===== src/verilog/rps_cfg.svh =====
`ifndef RPS_CFG_SVH
`define RPS_CFG_SVH

// ----------------------------------------
// time base
// ----------------------------------------
`define RPS_CLK_PERIOD_NS   10
`define RPS_TICK_NS         1000
`define RPS_TICK_CYCLES     (`RPS_TICK_NS / `RPS_CLK_PERIOD_NS)
`define RPS_START_DELAY_US  41
`define RPS_RST_DELAY_US    1000

// ----------------------------------------
// serial port
// ----------------------------------------
`define RPS_I2C_ADDR        7'h53
// identity value is arbitrary
`define RPS_ID_VALUE        8'h5C

// ----------------------------------------
// register offsets
// ----------------------------------------
`define RPS_REG_PRI_BASE    8'h00
`define RPS_REG_ALT_BASE    8'h04
`define RPS_REG_LIN_BASE    8'h08
`define RPS_REG_RAIL_STAT   8'h0B
`define RPS_REG_SEQ_STAT    8'h0C
`define RPS_REG_ID          8'h7D
`define RPS_NUM_RW_REGS     11

// ----------------------------------------
// reset codes (one per buck, shared by both sets)
// ----------------------------------------
`define RPS_BUCK_RAIL_1_RST       8'hFF
`define RPS_BUCK_RAIL_2_RST       8'h0F
`define RPS_BUCK_RAIL_3_RST       8'h1E
`define RPS_BUCK_RAIL_4_RST       8'h80
`define RPS_LIN1_RST        8'h00
`define RPS_LIN2_RST        8'h04
`define RPS_LIN3_RST        8'h00
`define RPS_LIN_CODE_MASK   8'h3F

// ----------------------------------------
// code decode, microvolts and millivolts
// ----------------------------------------
`define RPS_BUCK_BASE_UV    22'd600000
`define RPS_BUCK_STEP_UV    22'd9375
`define RPS_BUCK_TOP_UV     22'd3000000
`define RPS_LIN13_BASE_MV   12'd2000
`define RPS_LIN2_BASE_MV    12'd800
`define RPS_LIN_STEP_MV     12'd25

`endif


===== src/verilog/rps_pkg.sv =====
package rps_pkg;

    typedef struct packed {
        logic [2:0][21:0] buck_uv;
        logic [7:0]       buck_rail_4_code;
        logic [2:0][11:0] lin_mv;
    } rps_vout_t;

    typedef enum logic [4:0] {
        SEQ_OFF   = 5'b00001,
        SEQ_DELAY = 5'b00010,
        SEQ_RAMP  = 5'b00100,
        SEQ_HOLD  = 5'b01000,
        SEQ_UP    = 5'b10000
    } rps_seq_state_t;

    typedef enum logic [4:0] {
        BUS_IDLE = 5'b00001,
        BUS_ADDR = 5'b00010,
        BUS_REG  = 5'b00100,
        BUS_WR   = 5'b01000,
        BUS_RD   = 5'b10000
    } rps_bus_state_t;

endpackage


===== src/verilog/rps_sequencer.sv =====
`timescale 1ns/1ps
`include "rps_cfg.svh"
// Behaviour
// trigger rise starts chain; each rail waits 41 us after its predecessor.
// order buck_rail_1, buck_rail_2, buck_rail_3, linear1, linear2, buck_rail_4, linear3.
// trigger fall turns every rail off at once.
// system reset stays low, released 1 ms after linear3 regulates.
// select low applies primary set to bucks, high applies alternate.
// both voltage sets reset to identical codes per buck.
// no sleep state; power enable input has no effect.
// buck_rail_1-3 decode 0.6 V plus 9.375 mV per code, top 3.000 V.
// linear1 and 3 decode 2.0 V plus 25 mV per code, top 3.575 V.
// linear2 decodes 0.8 V plus 25 mV per code, top 2.375 V.
// serial port answers at 7-bit address 0x53.
// read-only identity register at offset 0x7D.
// power good, supply ok, external enable, aux resets stay inactive.
// board ties the mode pin low.
// rail power-good inputs are synchronous; delays count time-base ticks.
module rps_sequencer #(
    parameter int START_DELAY_US = `RPS_START_DELAY_US,
    parameter int RST_DELAY_US   = `RPS_RST_DELAY_US
) (
    input  wire logic              clk_i,
    input  wire logic              rst_n_i,
    input  wire logic              seq_trigger_i,
    input  wire logic              dvs_select_in_i,
    input  wire logic              power_enable_in_i,
    input  wire logic              mode_i,
    input  wire logic [6:0]        rail_pg_i,
    output logic      [6:0]        rail_en_o,
    output logic                   system_reset_out_n_o,
    output rps_pkg::rps_vout_t     vout_o,
    input  wire logic              scl_i,
    input  wire logic              sda_i,
    output logic                   sda_o,
    output logic                   sda_oe_o,
    output logic                   power_good_pin_o,
    output logic                   input_supply_ok_pin_o,
    output logic                   external_supply_enable_o,
    output logic                   aux_reset_one_o,
    output logic                   aux_reset_two_o
);

    localparam int TICK_CYCLES = `RPS_TICK_CYCLES;
    localparam int LAST_RAIL   = 6;

    // ----------------------------------------
    // pin synchronisers
    // ----------------------------------------
    logic [3:0] sync1_ff;
    logic [3:0] sync2_ff;
    logic       trig_s;
    logic       dvs_s;
    logic       scl_s;
    logic       sda_s;

    always_ff @(posedge clk_i or negedge rst_n_i) begin
        if (!rst_n_i) begin
            sync1_ff <= 4'hF;
            sync2_ff <= 4'hF;
        end else begin
            sync1_ff <= {seq_trigger_i, dvs_select_in_i, scl_i, sda_i};
            sync2_ff <= sync1_ff;
        end
    end

    // trigger and select reset high through the synchroniser; that reset-high trigger is masked below as no rise
    assign trig_s = sync2_ff[3];
    assign dvs_s  = sync2_ff[2];
    assign scl_s  = sync2_ff[1];
    assign sda_s  = sync2_ff[0];

    // ----------------------------------------
    // time base
    // ----------------------------------------
    logic [15:0] div_ff;
    logic [15:0] nxt_div;
    logic        tick;

    always_comb begin
        tick    = (div_ff == 16'(TICK_CYCLES - 1));
        nxt_div = tick ? 16'h0000 : div_ff + 16'h0001;
    end

    always_ff @(posedge clk_i or negedge rst_n_i) begin
        if (!rst_n_i) begin
            div_ff <= 16'h0000;
        end else begin
            div_ff <= nxt_div;
        end
    end

    // ----------------------------------------
    // power-up chain
    // ----------------------------------------
    rps_pkg::rps_seq_state_t seq_ff;
    rps_pkg::rps_seq_state_t nxt_seq;
    logic [2:0]  idx_ff;
    logic [2:0]  nxt_idx;
    logic [15:0] tcnt_ff;
    logic [15:0] nxt_tcnt;
    logic [6:0]  en_ff;
    logic [6:0]  nxt_en;
    logic        rstn_ff;
    logic        nxt_rstn;
    logic        trig_q_ff;
    logic        nxt_trig_q;

    always_comb begin
        nxt_seq    = seq_ff;
        nxt_idx    = idx_ff;
        nxt_tcnt   = tcnt_ff;
        nxt_en     = en_ff;
        nxt_rstn   = rstn_ff;
        nxt_trig_q = trig_s;
        // power_enable_in_i is deliberately unread: no sleep entry
        if (!trig_s) begin
            nxt_seq  = rps_pkg::SEQ_OFF;
            nxt_en   = 7'h00;
            nxt_rstn = 1'b0;
        end else begin
            unique case (seq_ff)
                rps_pkg::SEQ_OFF: begin
                    if (!trig_q_ff) begin
                        nxt_seq  = rps_pkg::SEQ_DELAY;
                        nxt_idx  = 3'd0;
                        nxt_tcnt = 16'h0000;
                    end
                end
                rps_pkg::SEQ_DELAY: begin
                    if (tick) begin
                        if (tcnt_ff == 16'(START_DELAY_US - 1)) begin
                            nxt_en[idx_ff] = 1'b1;
                            nxt_seq        = rps_pkg::SEQ_RAMP;
                        end else begin
                            nxt_tcnt = tcnt_ff + 16'h0001;
                        end
                    end
                end
                rps_pkg::SEQ_RAMP: begin
                    if (rail_pg_i[idx_ff]) begin
                        nxt_tcnt = 16'h0000;
                        if (idx_ff == 3'(LAST_RAIL)) begin
                            nxt_seq = rps_pkg::SEQ_HOLD;
                        end else begin
                            nxt_idx = idx_ff + 3'd1;
                            nxt_seq = rps_pkg::SEQ_DELAY;
                        end
                    end
                end
                rps_pkg::SEQ_HOLD: begin
                    if (tick) begin
                        if (tcnt_ff == 16'(RST_DELAY_US - 1)) begin
                            nxt_rstn = 1'b1;
                            nxt_seq  = rps_pkg::SEQ_UP;
                        end else begin
                            nxt_tcnt = tcnt_ff + 16'h0001;
                        end
                    end
                end
                rps_pkg::SEQ_UP: begin
                    nxt_seq = rps_pkg::SEQ_UP;
                end
                default: begin
                    nxt_seq = rps_pkg::SEQ_OFF;
                    nxt_en  = 7'h00;
                end
            endcase
        end
    end

    always_ff @(posedge clk_i or negedge rst_n_i) begin
        if (!rst_n_i) begin
            seq_ff    <= rps_pkg::SEQ_OFF;
            idx_ff    <= 3'd0;
            tcnt_ff   <= 16'h0000;
            en_ff     <= 7'h00;
            rstn_ff   <= 1'b0;
            // high, so a trigger already high at reset needs a fresh rise
            trig_q_ff <= 1'b1;
        end else begin
            seq_ff    <= nxt_seq;
            idx_ff    <= nxt_idx;
            tcnt_ff   <= nxt_tcnt;
            en_ff     <= nxt_en;
            rstn_ff   <= nxt_rstn;
            trig_q_ff <= nxt_trig_q;
        end
    end

    assign rail_en_o            = en_ff;
    assign system_reset_out_n_o = rstn_ff;

    // pins of this option stay released; mode_i tied low by the board
    assign power_good_pin_o         = 1'b0;
    assign input_supply_ok_pin_o    = 1'b0;
    assign external_supply_enable_o = 1'b0;
    assign aux_reset_one_o          = 1'b0;
    assign aux_reset_two_o          = 1'b0;

    // ----------------------------------------
    // register file and serial slave
    // ----------------------------------------
    logic [7:0] regs_ff [`RPS_NUM_RW_REGS];
    logic [7:0] nxt_regs [`RPS_NUM_RW_REGS];
    rps_pkg::rps_bus_state_t bus_ff;
    rps_pkg::rps_bus_state_t nxt_bus;
    logic [7:0] sh_ff;
    logic [7:0] nxt_sh;
    logic [3:0] cnt_ff;
    logic [3:0] nxt_cnt;
    logic [7:0] ptr_ff;
    logic [7:0] nxt_ptr;
    logic       drv_ff;
    logic       nxt_drv;
    logic       rw_ff;
    logic       nxt_rw;
    logic       scl_q_ff;
    logic       sda_q_ff;
    logic       scl_rise;
    logic       scl_fall;
    logic       bus_start;
    logic       bus_stop;
    logic       rx_state;

    function automatic logic [7:0] read_reg(input logic [7:0] a,
                                            input logic [7:0] r [`RPS_NUM_RW_REGS]);
        logic [7:0] d;
        d = 8'h00;
        if (a < 8'(`RPS_NUM_RW_REGS)) begin
            d = r[a[3:0]];
        end else if (a == `RPS_REG_RAIL_STAT) begin
            d = {1'b0, en_ff};
        end else if (a == `RPS_REG_SEQ_STAT) begin
            d = {rstn_ff, dvs_s, trig_s, seq_ff};
        end else if (a == `RPS_REG_ID) begin
            d = `RPS_ID_VALUE;
        end
        return d;
    endfunction

    always_comb begin
        scl_rise  = scl_s & ~scl_q_ff;
        scl_fall  = ~scl_s & scl_q_ff;
        bus_start = scl_s & scl_q_ff & sda_q_ff & ~sda_s;
        bus_stop  = scl_s & scl_q_ff & ~sda_q_ff & sda_s;
        rx_state  = (bus_ff == rps_pkg::BUS_ADDR) || (bus_ff == rps_pkg::BUS_REG) ||
                    (bus_ff == rps_pkg::BUS_WR);
        nxt_regs  = regs_ff;
        nxt_bus   = bus_ff;
        nxt_sh    = sh_ff;
        nxt_cnt   = cnt_ff;
        nxt_ptr   = ptr_ff;
        nxt_drv   = drv_ff;
        nxt_rw    = rw_ff;
        if (bus_start) begin
            nxt_bus = rps_pkg::BUS_ADDR;
            nxt_cnt = 4'd0;
            nxt_drv = 1'b0;
        end else if (bus_stop) begin
            nxt_bus = rps_pkg::BUS_IDLE;
            nxt_drv = 1'b0;
        end else if (scl_rise) begin
            if (rx_state && cnt_ff < 4'd8) begin
                nxt_sh  = {sh_ff[6:0], sda_s};
                nxt_cnt = cnt_ff + 4'd1;
            end else if (bus_ff == rps_pkg::BUS_RD && cnt_ff < 4'd8) begin
                nxt_cnt = cnt_ff + 4'd1;
            end else if (bus_ff == rps_pkg::BUS_RD && cnt_ff == 4'd8) begin
                if (sda_s) begin
                    nxt_bus = rps_pkg::BUS_IDLE;                       // master ended read
                end else begin
                    nxt_ptr = ptr_ff + 8'h01;
                    nxt_sh  = read_reg(ptr_ff + 8'h01, regs_ff);
                    nxt_cnt = 4'd9;
                end
            end
        end else if (scl_fall) begin
            if (rx_state && cnt_ff == 4'd8) begin
                nxt_cnt = 4'd9;
                nxt_drv = 1'b1;
                unique case (bus_ff)
                    rps_pkg::BUS_ADDR: begin
                        nxt_rw = sh_ff[0];
                        if (sh_ff[7:1] != `RPS_I2C_ADDR) begin
                            nxt_bus = rps_pkg::BUS_IDLE;
                            nxt_drv = 1'b0;
                        end
                    end
                    rps_pkg::BUS_REG: begin
                        nxt_ptr = sh_ff;
                    end
                    default: begin
                        if (ptr_ff < 8'(`RPS_NUM_RW_REGS)) begin
                            nxt_regs[ptr_ff[3:0]] = (ptr_ff >= `RPS_REG_LIN_BASE) ?
                                                    (sh_ff & `RPS_LIN_CODE_MASK) : sh_ff;
                        end
                        nxt_ptr = ptr_ff + 8'h01;
                    end
                endcase
            end else if (rx_state && cnt_ff == 4'd9) begin
                nxt_cnt = 4'd0;
                nxt_drv = 1'b0;
                if (bus_ff == rps_pkg::BUS_ADDR && rw_ff) begin
                    nxt_bus = rps_pkg::BUS_RD;
                    nxt_sh  = read_reg(ptr_ff, regs_ff);
                    nxt_drv = ~nxt_sh[7];
                end else if (bus_ff == rps_pkg::BUS_ADDR) begin
                    nxt_bus = rps_pkg::BUS_REG;
                end else begin
                    nxt_bus = rps_pkg::BUS_WR;
                end
            end else if (bus_ff == rps_pkg::BUS_RD) begin
                if (cnt_ff == 4'd9) begin
                    nxt_cnt = 4'd0;
                    nxt_drv = ~sh_ff[7];
                end else if (cnt_ff == 4'd8) begin
                    nxt_drv = 1'b0;
                end else if (cnt_ff != 4'd0) begin
                    nxt_sh  = {sh_ff[6:0], 1'b0};
                    nxt_drv = ~sh_ff[6];
                end
            end
        end
    end

    always_ff @(posedge clk_i or negedge rst_n_i) begin
        if (!rst_n_i) begin
            // both sets load the same per-buck code
            regs_ff[0]  <= `RPS_BUCK_RAIL_1_RST;
            regs_ff[1]  <= `RPS_BUCK_RAIL_2_RST;
            regs_ff[2]  <= `RPS_BUCK_RAIL_3_RST;
            regs_ff[3]  <= `RPS_BUCK_RAIL_4_RST;
            regs_ff[4]  <= `RPS_BUCK_RAIL_1_RST;
            regs_ff[5]  <= `RPS_BUCK_RAIL_2_RST;
            regs_ff[6]  <= `RPS_BUCK_RAIL_3_RST;
            regs_ff[7]  <= `RPS_BUCK_RAIL_4_RST;
            regs_ff[8]  <= `RPS_LIN1_RST;
            regs_ff[9]  <= `RPS_LIN2_RST;
            regs_ff[10] <= `RPS_LIN3_RST;
            bus_ff      <= rps_pkg::BUS_IDLE;
            sh_ff       <= 8'h00;
            cnt_ff      <= 4'd0;
            ptr_ff      <= 8'h00;
            drv_ff      <= 1'b0;
            rw_ff       <= 1'b0;
            scl_q_ff    <= 1'b1;
            sda_q_ff    <= 1'b1;
        end else begin
            regs_ff     <= nxt_regs;
            bus_ff      <= nxt_bus;
            sh_ff       <= nxt_sh;
            cnt_ff      <= nxt_cnt;
            ptr_ff      <= nxt_ptr;
            drv_ff      <= nxt_drv;
            rw_ff       <= nxt_rw;
            scl_q_ff    <= scl_s;
            sda_q_ff    <= sda_s;
        end
    end

    // open drain: only ever pulls low
    assign sda_o    = 1'b0;
    assign sda_oe_o = drv_ff;

    // ----------------------------------------
    // voltage selection and decode
    // ----------------------------------------
    rps_pkg::rps_vout_t vout_ff;
    rps_pkg::rps_vout_t nxt_vout;
    logic [3:0][7:0]    buck_code;

    generate
        for (genvar b = 0; b < 4; b++) begin : g_buck
            assign buck_code[b] = dvs_s ? regs_ff[4 + b] : regs_ff[b];
        end
    endgenerate

    always_comb begin
        logic [21:0] uv;
        uv       = 22'h000000;
        nxt_vout = vout_ff;
        for (int b = 0; b < 3; b++) begin
            uv = `RPS_BUCK_BASE_UV + 22'(buck_code[b] * `RPS_BUCK_STEP_UV);
            nxt_vout.buck_uv[b] = (uv > `RPS_BUCK_TOP_UV) ? `RPS_BUCK_TOP_UV : uv;
        end
        nxt_vout.buck_rail_4_code = buck_code[3];
        // 6-bit codes top out at 3.575 V and 2.375 V exactly
        nxt_vout.lin_mv[0] = `RPS_LIN13_BASE_MV + 12'(regs_ff[8][5:0] * `RPS_LIN_STEP_MV);
        nxt_vout.lin_mv[1] = `RPS_LIN2_BASE_MV + 12'(regs_ff[9][5:0] * `RPS_LIN_STEP_MV);
        nxt_vout.lin_mv[2] = `RPS_LIN13_BASE_MV + 12'(regs_ff[10][5:0] * `RPS_LIN_STEP_MV);
    end                                                                // see R09

    always_ff @(posedge clk_i or negedge rst_n_i) begin
        if (!rst_n_i) begin
            vout_ff <= '0;
        end else begin
            vout_ff <= nxt_vout;
        end
    end

    assign vout_o = vout_ff;

endmodule


===== config.mk =====
export PLATFORM = sky130hd
export DESIGN_NAME = rps_sequencer
export DESIGN_NICKNAME = d
export VERILOG_FILES = /design/src/verilog/rps_pkg.sv /design/src/verilog/rps_sequencer.sv
export VERILOG_INCLUDE_DIRS = /design/src /design/src/verilog
export SDC_FILE = /design/constraint.sdc
export NUM_CORES = 1
export LEC_CHECK = 0
export ABC_AREA = 1
export BUFFER_PORTS_ARGS = -buffer_cell sky130_fd_sc_hd__buf_2
export CORE_UTILIZATION = 35
export DETAILED_ROUTE_END_ITERATION = 10
export GPL_TIMING_DRIVEN = 0
export HOLD_SLACK_MARGIN = 0.06
export SYNTH_ARGS = -nofsm -noshare
export SYNTH_HDL_FRONTEND = slang
export SYNTH_SLANG_ARGS = --single-unit

===== constraint.sdc =====
create_clock -name clk_i -period 10.7 [get_ports clk_i]
set_clock_uncertainty 0.1 [all_clocks]
set_input_delay 1.07 -clock clk_i [delete_from_list [all_inputs] [get_ports clk_i]]
set_output_delay 1.07 -clock clk_i [all_outputs]
set_load 0.01 [all_outputs]

Yosys cells after proc, flatten, opt, wreduce, memory -nomap -nowiden --
Index checks and enable logic that the tools add are counted.
Storage, ports and cells: register bits after elaboration 284, bits of input ports 15, word-level logic and storage cells 310
Operators by class: add/subtract/negate cells 11, multiply operators 6, $lt $le $gt $ge 12, equal/unequal tests 61, mux-type cells 125, bitwise logic cells 21, reduce and logical (&&, ||, !) cells 39
Operators by type and width (count):
- $mux W8 | 43
- $mux W16 | 7
- $mux W5 | 20
- $bwmux W88 | 1
- $add A20 B22 Y22 const A | 3
- $gt A22 B22 Y1 const B | 3
- $mul A8 B14 Y22 const B | 3
- $mux W22 | 3
- $bmux W8 S4 | 2
- $pmux W16 S4 | 1
- $mux W4 | 14
- $mux W7 | 5
- $mul A6 B5 Y11 const B | 3
- $add A16 B1 Y16 const B | 2
- $demux W8 S4 | 1
- $eq A8 B4 Y1 const B | 4
- $ne A2 B2 Y1 const B | 14
- $pmux W5 S5 | 1
- $add A11 B11 Y12 const A | 2
- $ne A3 B3 Y1 const B | 7
- $reduce_bool A5 Y1 | 4
- $mux W1 | 19
- $reduce_and A6 Y1 | 3
- $eq A16 B10 Y1 const B | 1
- other kinds (56) | 109

Depth between registers and ports, before layout --
depth in word-level cells 20, depth in mapped cells 31, gate-level depth less buffers 30

Worst setup path before layout --
Ideal clock, no wire load.
kind reg2reg, start point register sync2_ff[2], end point register vout_ff, in the netlist vout_o[88], data arrival time 5105 ps, slack 5348 ps, stages on the path, launching flop included 29, buffers on the path 3, cells stage by stage dfstp_2 -> clkbuf_1 -> clkbuf_1 -> nand2_1 -> o21ai_0 -> fa_1 -> or2_2 -> o21ai_0 -> inv_1 -> fa_1 -> inv_1 -> fa_1 -> inv_1 -> ha_1 -> nand2_1 -> nand2_1 -> a21oi_1 -> nand2_1 -> nand2_1 -> nand2_1 -> nand2_1 -> nand2_1 -> nand2_1 -> nand2_1 -> nor2_1 -> nand2_1 -> nand2_1 -> clkbuf_1 -> a21oi_1
RTL lines:
- start, declared | line rps_sequencer.sv:51 | logic [3:0] sync2_ff;
- start signal, assigned | line rps_sequencer.sv:63 | sync2_ff <= sync1_ff;
- end signal, assigned | line rps_sequencer.sv:398 | vout_ff <= nxt_vout;
- end, declared | line rps_sequencer.sv:369 | rps_pkg::rps_vout_t vout_ff;

==> impl_metrics.py <==
metrics = {
    "sta": {
        "fin_setup_tns_ps": 0,
        "fin_crit_ps": 6700,
        "rsz0062_at_grt": "false",
        "setup_viol": 0,
        "slew_viol_final": 0,
        "worst_pin_slew_ps": 1270,
        "slew_headroom_pct": 14.8,
        "fmax_ghz": 0.149,
        "fin_crit_sh_pct": 62.6,
        "hold_ws_ps": 255,
        "fin_ws_ps": 4000,
        "hold_viol": 0,
    },
    "grt": {
        "grt_pass1_wl_um": 97100,
        "grt_antenna_before_repair": 0,
        "track_usage_pct": 19.1,
        "grt_pass1_vias": 17900,
        "grt_max_degree": 118,
        "overflow": 0,
    },
    "job": {
        "cap_violations": 0,
    },
    "floorplanning": {
        "core_sq_um": 62200,
        "die-width_um": 254,
        "die_y_um": 254,
        "boundaryPins": 140,
        "initial_core_util_pct": 35.7,
        "fp-row-count": 91,
        "die-area_sq_um": 64500,
    },
    "final_layout": {
        "drive_gt1_share_pct": 10.6,
        "areaGrowthSynthToFinish_pct": 13.4,
        "layout.nets": 3423,
        "finish.utilization_pct": 40.5,
        "finalInstanceArea_sq_um": 25200,
        "antennaDiodeCount": 0,
    },
    "synthesis": {
        "synth_edf_count": 0,
        "yosysSeqAreaShare_pct": 32.3,
        "syn_inst": 2904,
        "synth_commonest_cells": "nand2_1, inv_1, ha_1",
        "synth-async-reset-ratio_pct": 100,
        "ys_ff_latch": 284,
        "synth_top_area_share_pct": 26.6,
        "yosysUniqueCellTypes": 51,
        "yosys.area.top_type": "dfrtp_1",
        "synth_most_common_cell": "nand2_1",
        "syn_area_sq_um": 22200,
        "synth_flop_cell": "dfrtp_1",
        "yosysWarnings": 0,
        "synthTopCellsByArea": "dfrtp_1, ha_1, nand2_1",
        "synth_area_per_cell_sq_um": 7.65,
    },
    "clock_network": {
        "htree_levels": 2,
        "path_clk_slew_ps": 60,
        "cts_resized": 0,
        "cts.sinks": 284,
        "clockRootBuffer": "clkbuf_16",
        "ctsHoldBuffers": 0,
        "cts_tree": "done",
        "clock_latency_ps": 550,
        "cts_inserted_buffers": 36,
        "post_cts_buffers": 0,
        "max-clock-path-buffers": 3,
    },
    "worst_setup_path": {
        "reg2reg_depth": 27,
        "cp-startpoint": "sync2_ff[2]",
        "worst_setup_path_start_kind": "register",
        "critical_path_peak_fanout": 10,
        "critPathKind": "register to register",
        "cp_data_required_time_ps": 10970,
        "critPathArrivalTime_ps": 6960,
        "rr_startpoint": "sync2_ff[2]",
        "r2r_setup_slack_ps": 4000,
        "cp-end-kind": "register",
    },
    "drt": {
        "ant_nets": 0,
        "drt_iter0_markers": 1400,
        "drcViolationCount": 0,
        "routedWlPerCell_um": 15.4,
        "num_vias": 18900,
        "wirelength_um": 60800,
        "via_per_inst": 4.80,
        "dr.pass1.iters": 5,
    },
    "power_and_ir_drop": {
        "leakagePower_nw": 13.3,
        "powerDensity_nw_per_um2": 191,
        "peakVddDrop_uv": 105,
    },
    "run_status": {
        "status": "completed",
    },
    "placed_design": {
        "gp_congestion": 0.985,
        "io_buffer_count": 131,
        "dp_worst_setup_slack_ps": 3870,
        "placed_area_sq_um": 24000,
        "dp_hpwl_um": 47600,
    },
    "min_path": {
        "min_path_cells": 0,
        "min_from": "sync1_ff[3]",
        "hold_path_class": "register to register",
    },
}
-- flip-flops by register name, summed over array words and instances (netlist names) --
| name | cells |
|---|---|
| div_ff | 16 |
| ptr_ff | 8 |
| seq_ff | 5 |
| rw_ff | 1 |
| idx_ff | 3 |
| sync1_ff | 4 |
| system_reset_out_n_o | 1 |
| sh_ff | 8 |
| bus_ff | 5 |
| regs_ff | 88 |
| tcnt_ff | 16 |
| trig_q_ff | 1 |
| sda_oe_o | 1 |
| vout_o | 110 |
| sda_q_ff | 1 |
| rail_en_o | 7 |
| cnt_ff | 4 |
| scl_q_ff | 1 |
| sync2_ff | 4 |
-- where the power goes --
group,internal [W],switching (W)
Clock,0.000742,0.000486
Sequential,0.00122,0.0000812
Combinational,0.000703,0.00157
-- critical path: stages (launching register included) --
cell	delay (ps)
dfstp_2	580
clkbuf_1	500
clkbuf_1	570
o21ai_0	580
fa_1	660
or2_2	330
o21ai_0	90
inv_1	80
fa_1	510
inv_1	50
fa_1	530
inv_1	40
ha_1	340
nand2_1	90
nand2_1	70
a21oi_1	190
nand2_1	100
nand2_1	80
nand2_1	70
nand2_1	90
nand2_1	50
nand2_1	50
nand2_1	60
nor2_1	90
nand2_1	60
nand2_1	80
clkbuf_1	350
a21oi_1	110
-- per-layer routing --
metal | GRT usage (%) | routed length (um) | vias to the layer above
met5 | 0 | 0 | -
met4 | 5.92 | 1700 | 0
met3 | 2.54 | 3090 | 94
met2 | 31.7 | 28400 | 475
met1 | 25.6 | 27600 | 8781
li1 | - | - | 9591
-- placed cells by master, fill, tap and decap left out, types with 4 or more instances in the layout --
master / count
inv_1: 521
buf_6: 9
nor2_1: 189
nor3_1: 25
nand3b_1: 7
o21ai_2: 9
clkinvlp_4: 5
buf_2: 142
xnor2_1: 15
a21oi_1: 156
clkbuf_1: 56
and2_1: 4
clkbuf_16: 37
or2_2: 12
o211ai_1: 18
a31oi_1: 8
nand4_1: 35
o21ai_1: 102
inv_2: 20
nand3_4: 9
ha_1: 252
o21ai_0: 153
o21bai_1: 11
conb_1: 6
nand3_1: 153
clkinv_2: 5
clkbuf_8: 5
dfrtp_1: 236
nand2_1: 679
xor2_1: 40
dfstp_2: 48
a21boi_1: 10
fa_1: 75
o22ai_1: 6
buf_4: 8
-- kinds of logic after synthesis --
| kind of cell | Yosys count | synth area share, % |
|---|---|---|
| and+or+nand+nor | 1132 | 21.8 |
| buffers and inverters | 621 | 11.0 |
| AOI/OAI and AO/OA | 483 | 11.7 |
| adders and majority gates | 327 | 21.0 |
| DFF | 284 | 32.3 |
| xor gates and xnor gates | 56 | 2.24 |
| other | 1 | 0.0169 |
-- path summary, 6_finish.rpt --
check | to
setup / recovery | vout_o[88]
hold / removal | sync2_ff[3]
setup reg to reg | vout_o[88]
hold reg to reg | sync2_ff[3]
max in group asynchronous | tcnt_ff[6]
min in group asynchronous | vout_o[68]
-- area by class of cell --
cell class / count / area [sq um]
inverter: 542 / 2030
multi-input combinational: 2004 / 12600
sequential: 284 / 7170
tap: 837 / 1050
timing repair buffer: 134 / 726
clock inverter: 15 / 170
fill: 6485 / 37000
buffer: 79 / 408
clock buffer: 48 / 1020
-- stage by stage --
step                      cells  total power, W
after floorplan            2909         0.00283
after global placement     3877         0.00356
after detailed placement   3879         0.00356
after CTS                  3942         0.00482
after global routing       3943         0.00519
final                      3943         0.00481
Note: power is estimated with default switching activity, not from simulation.
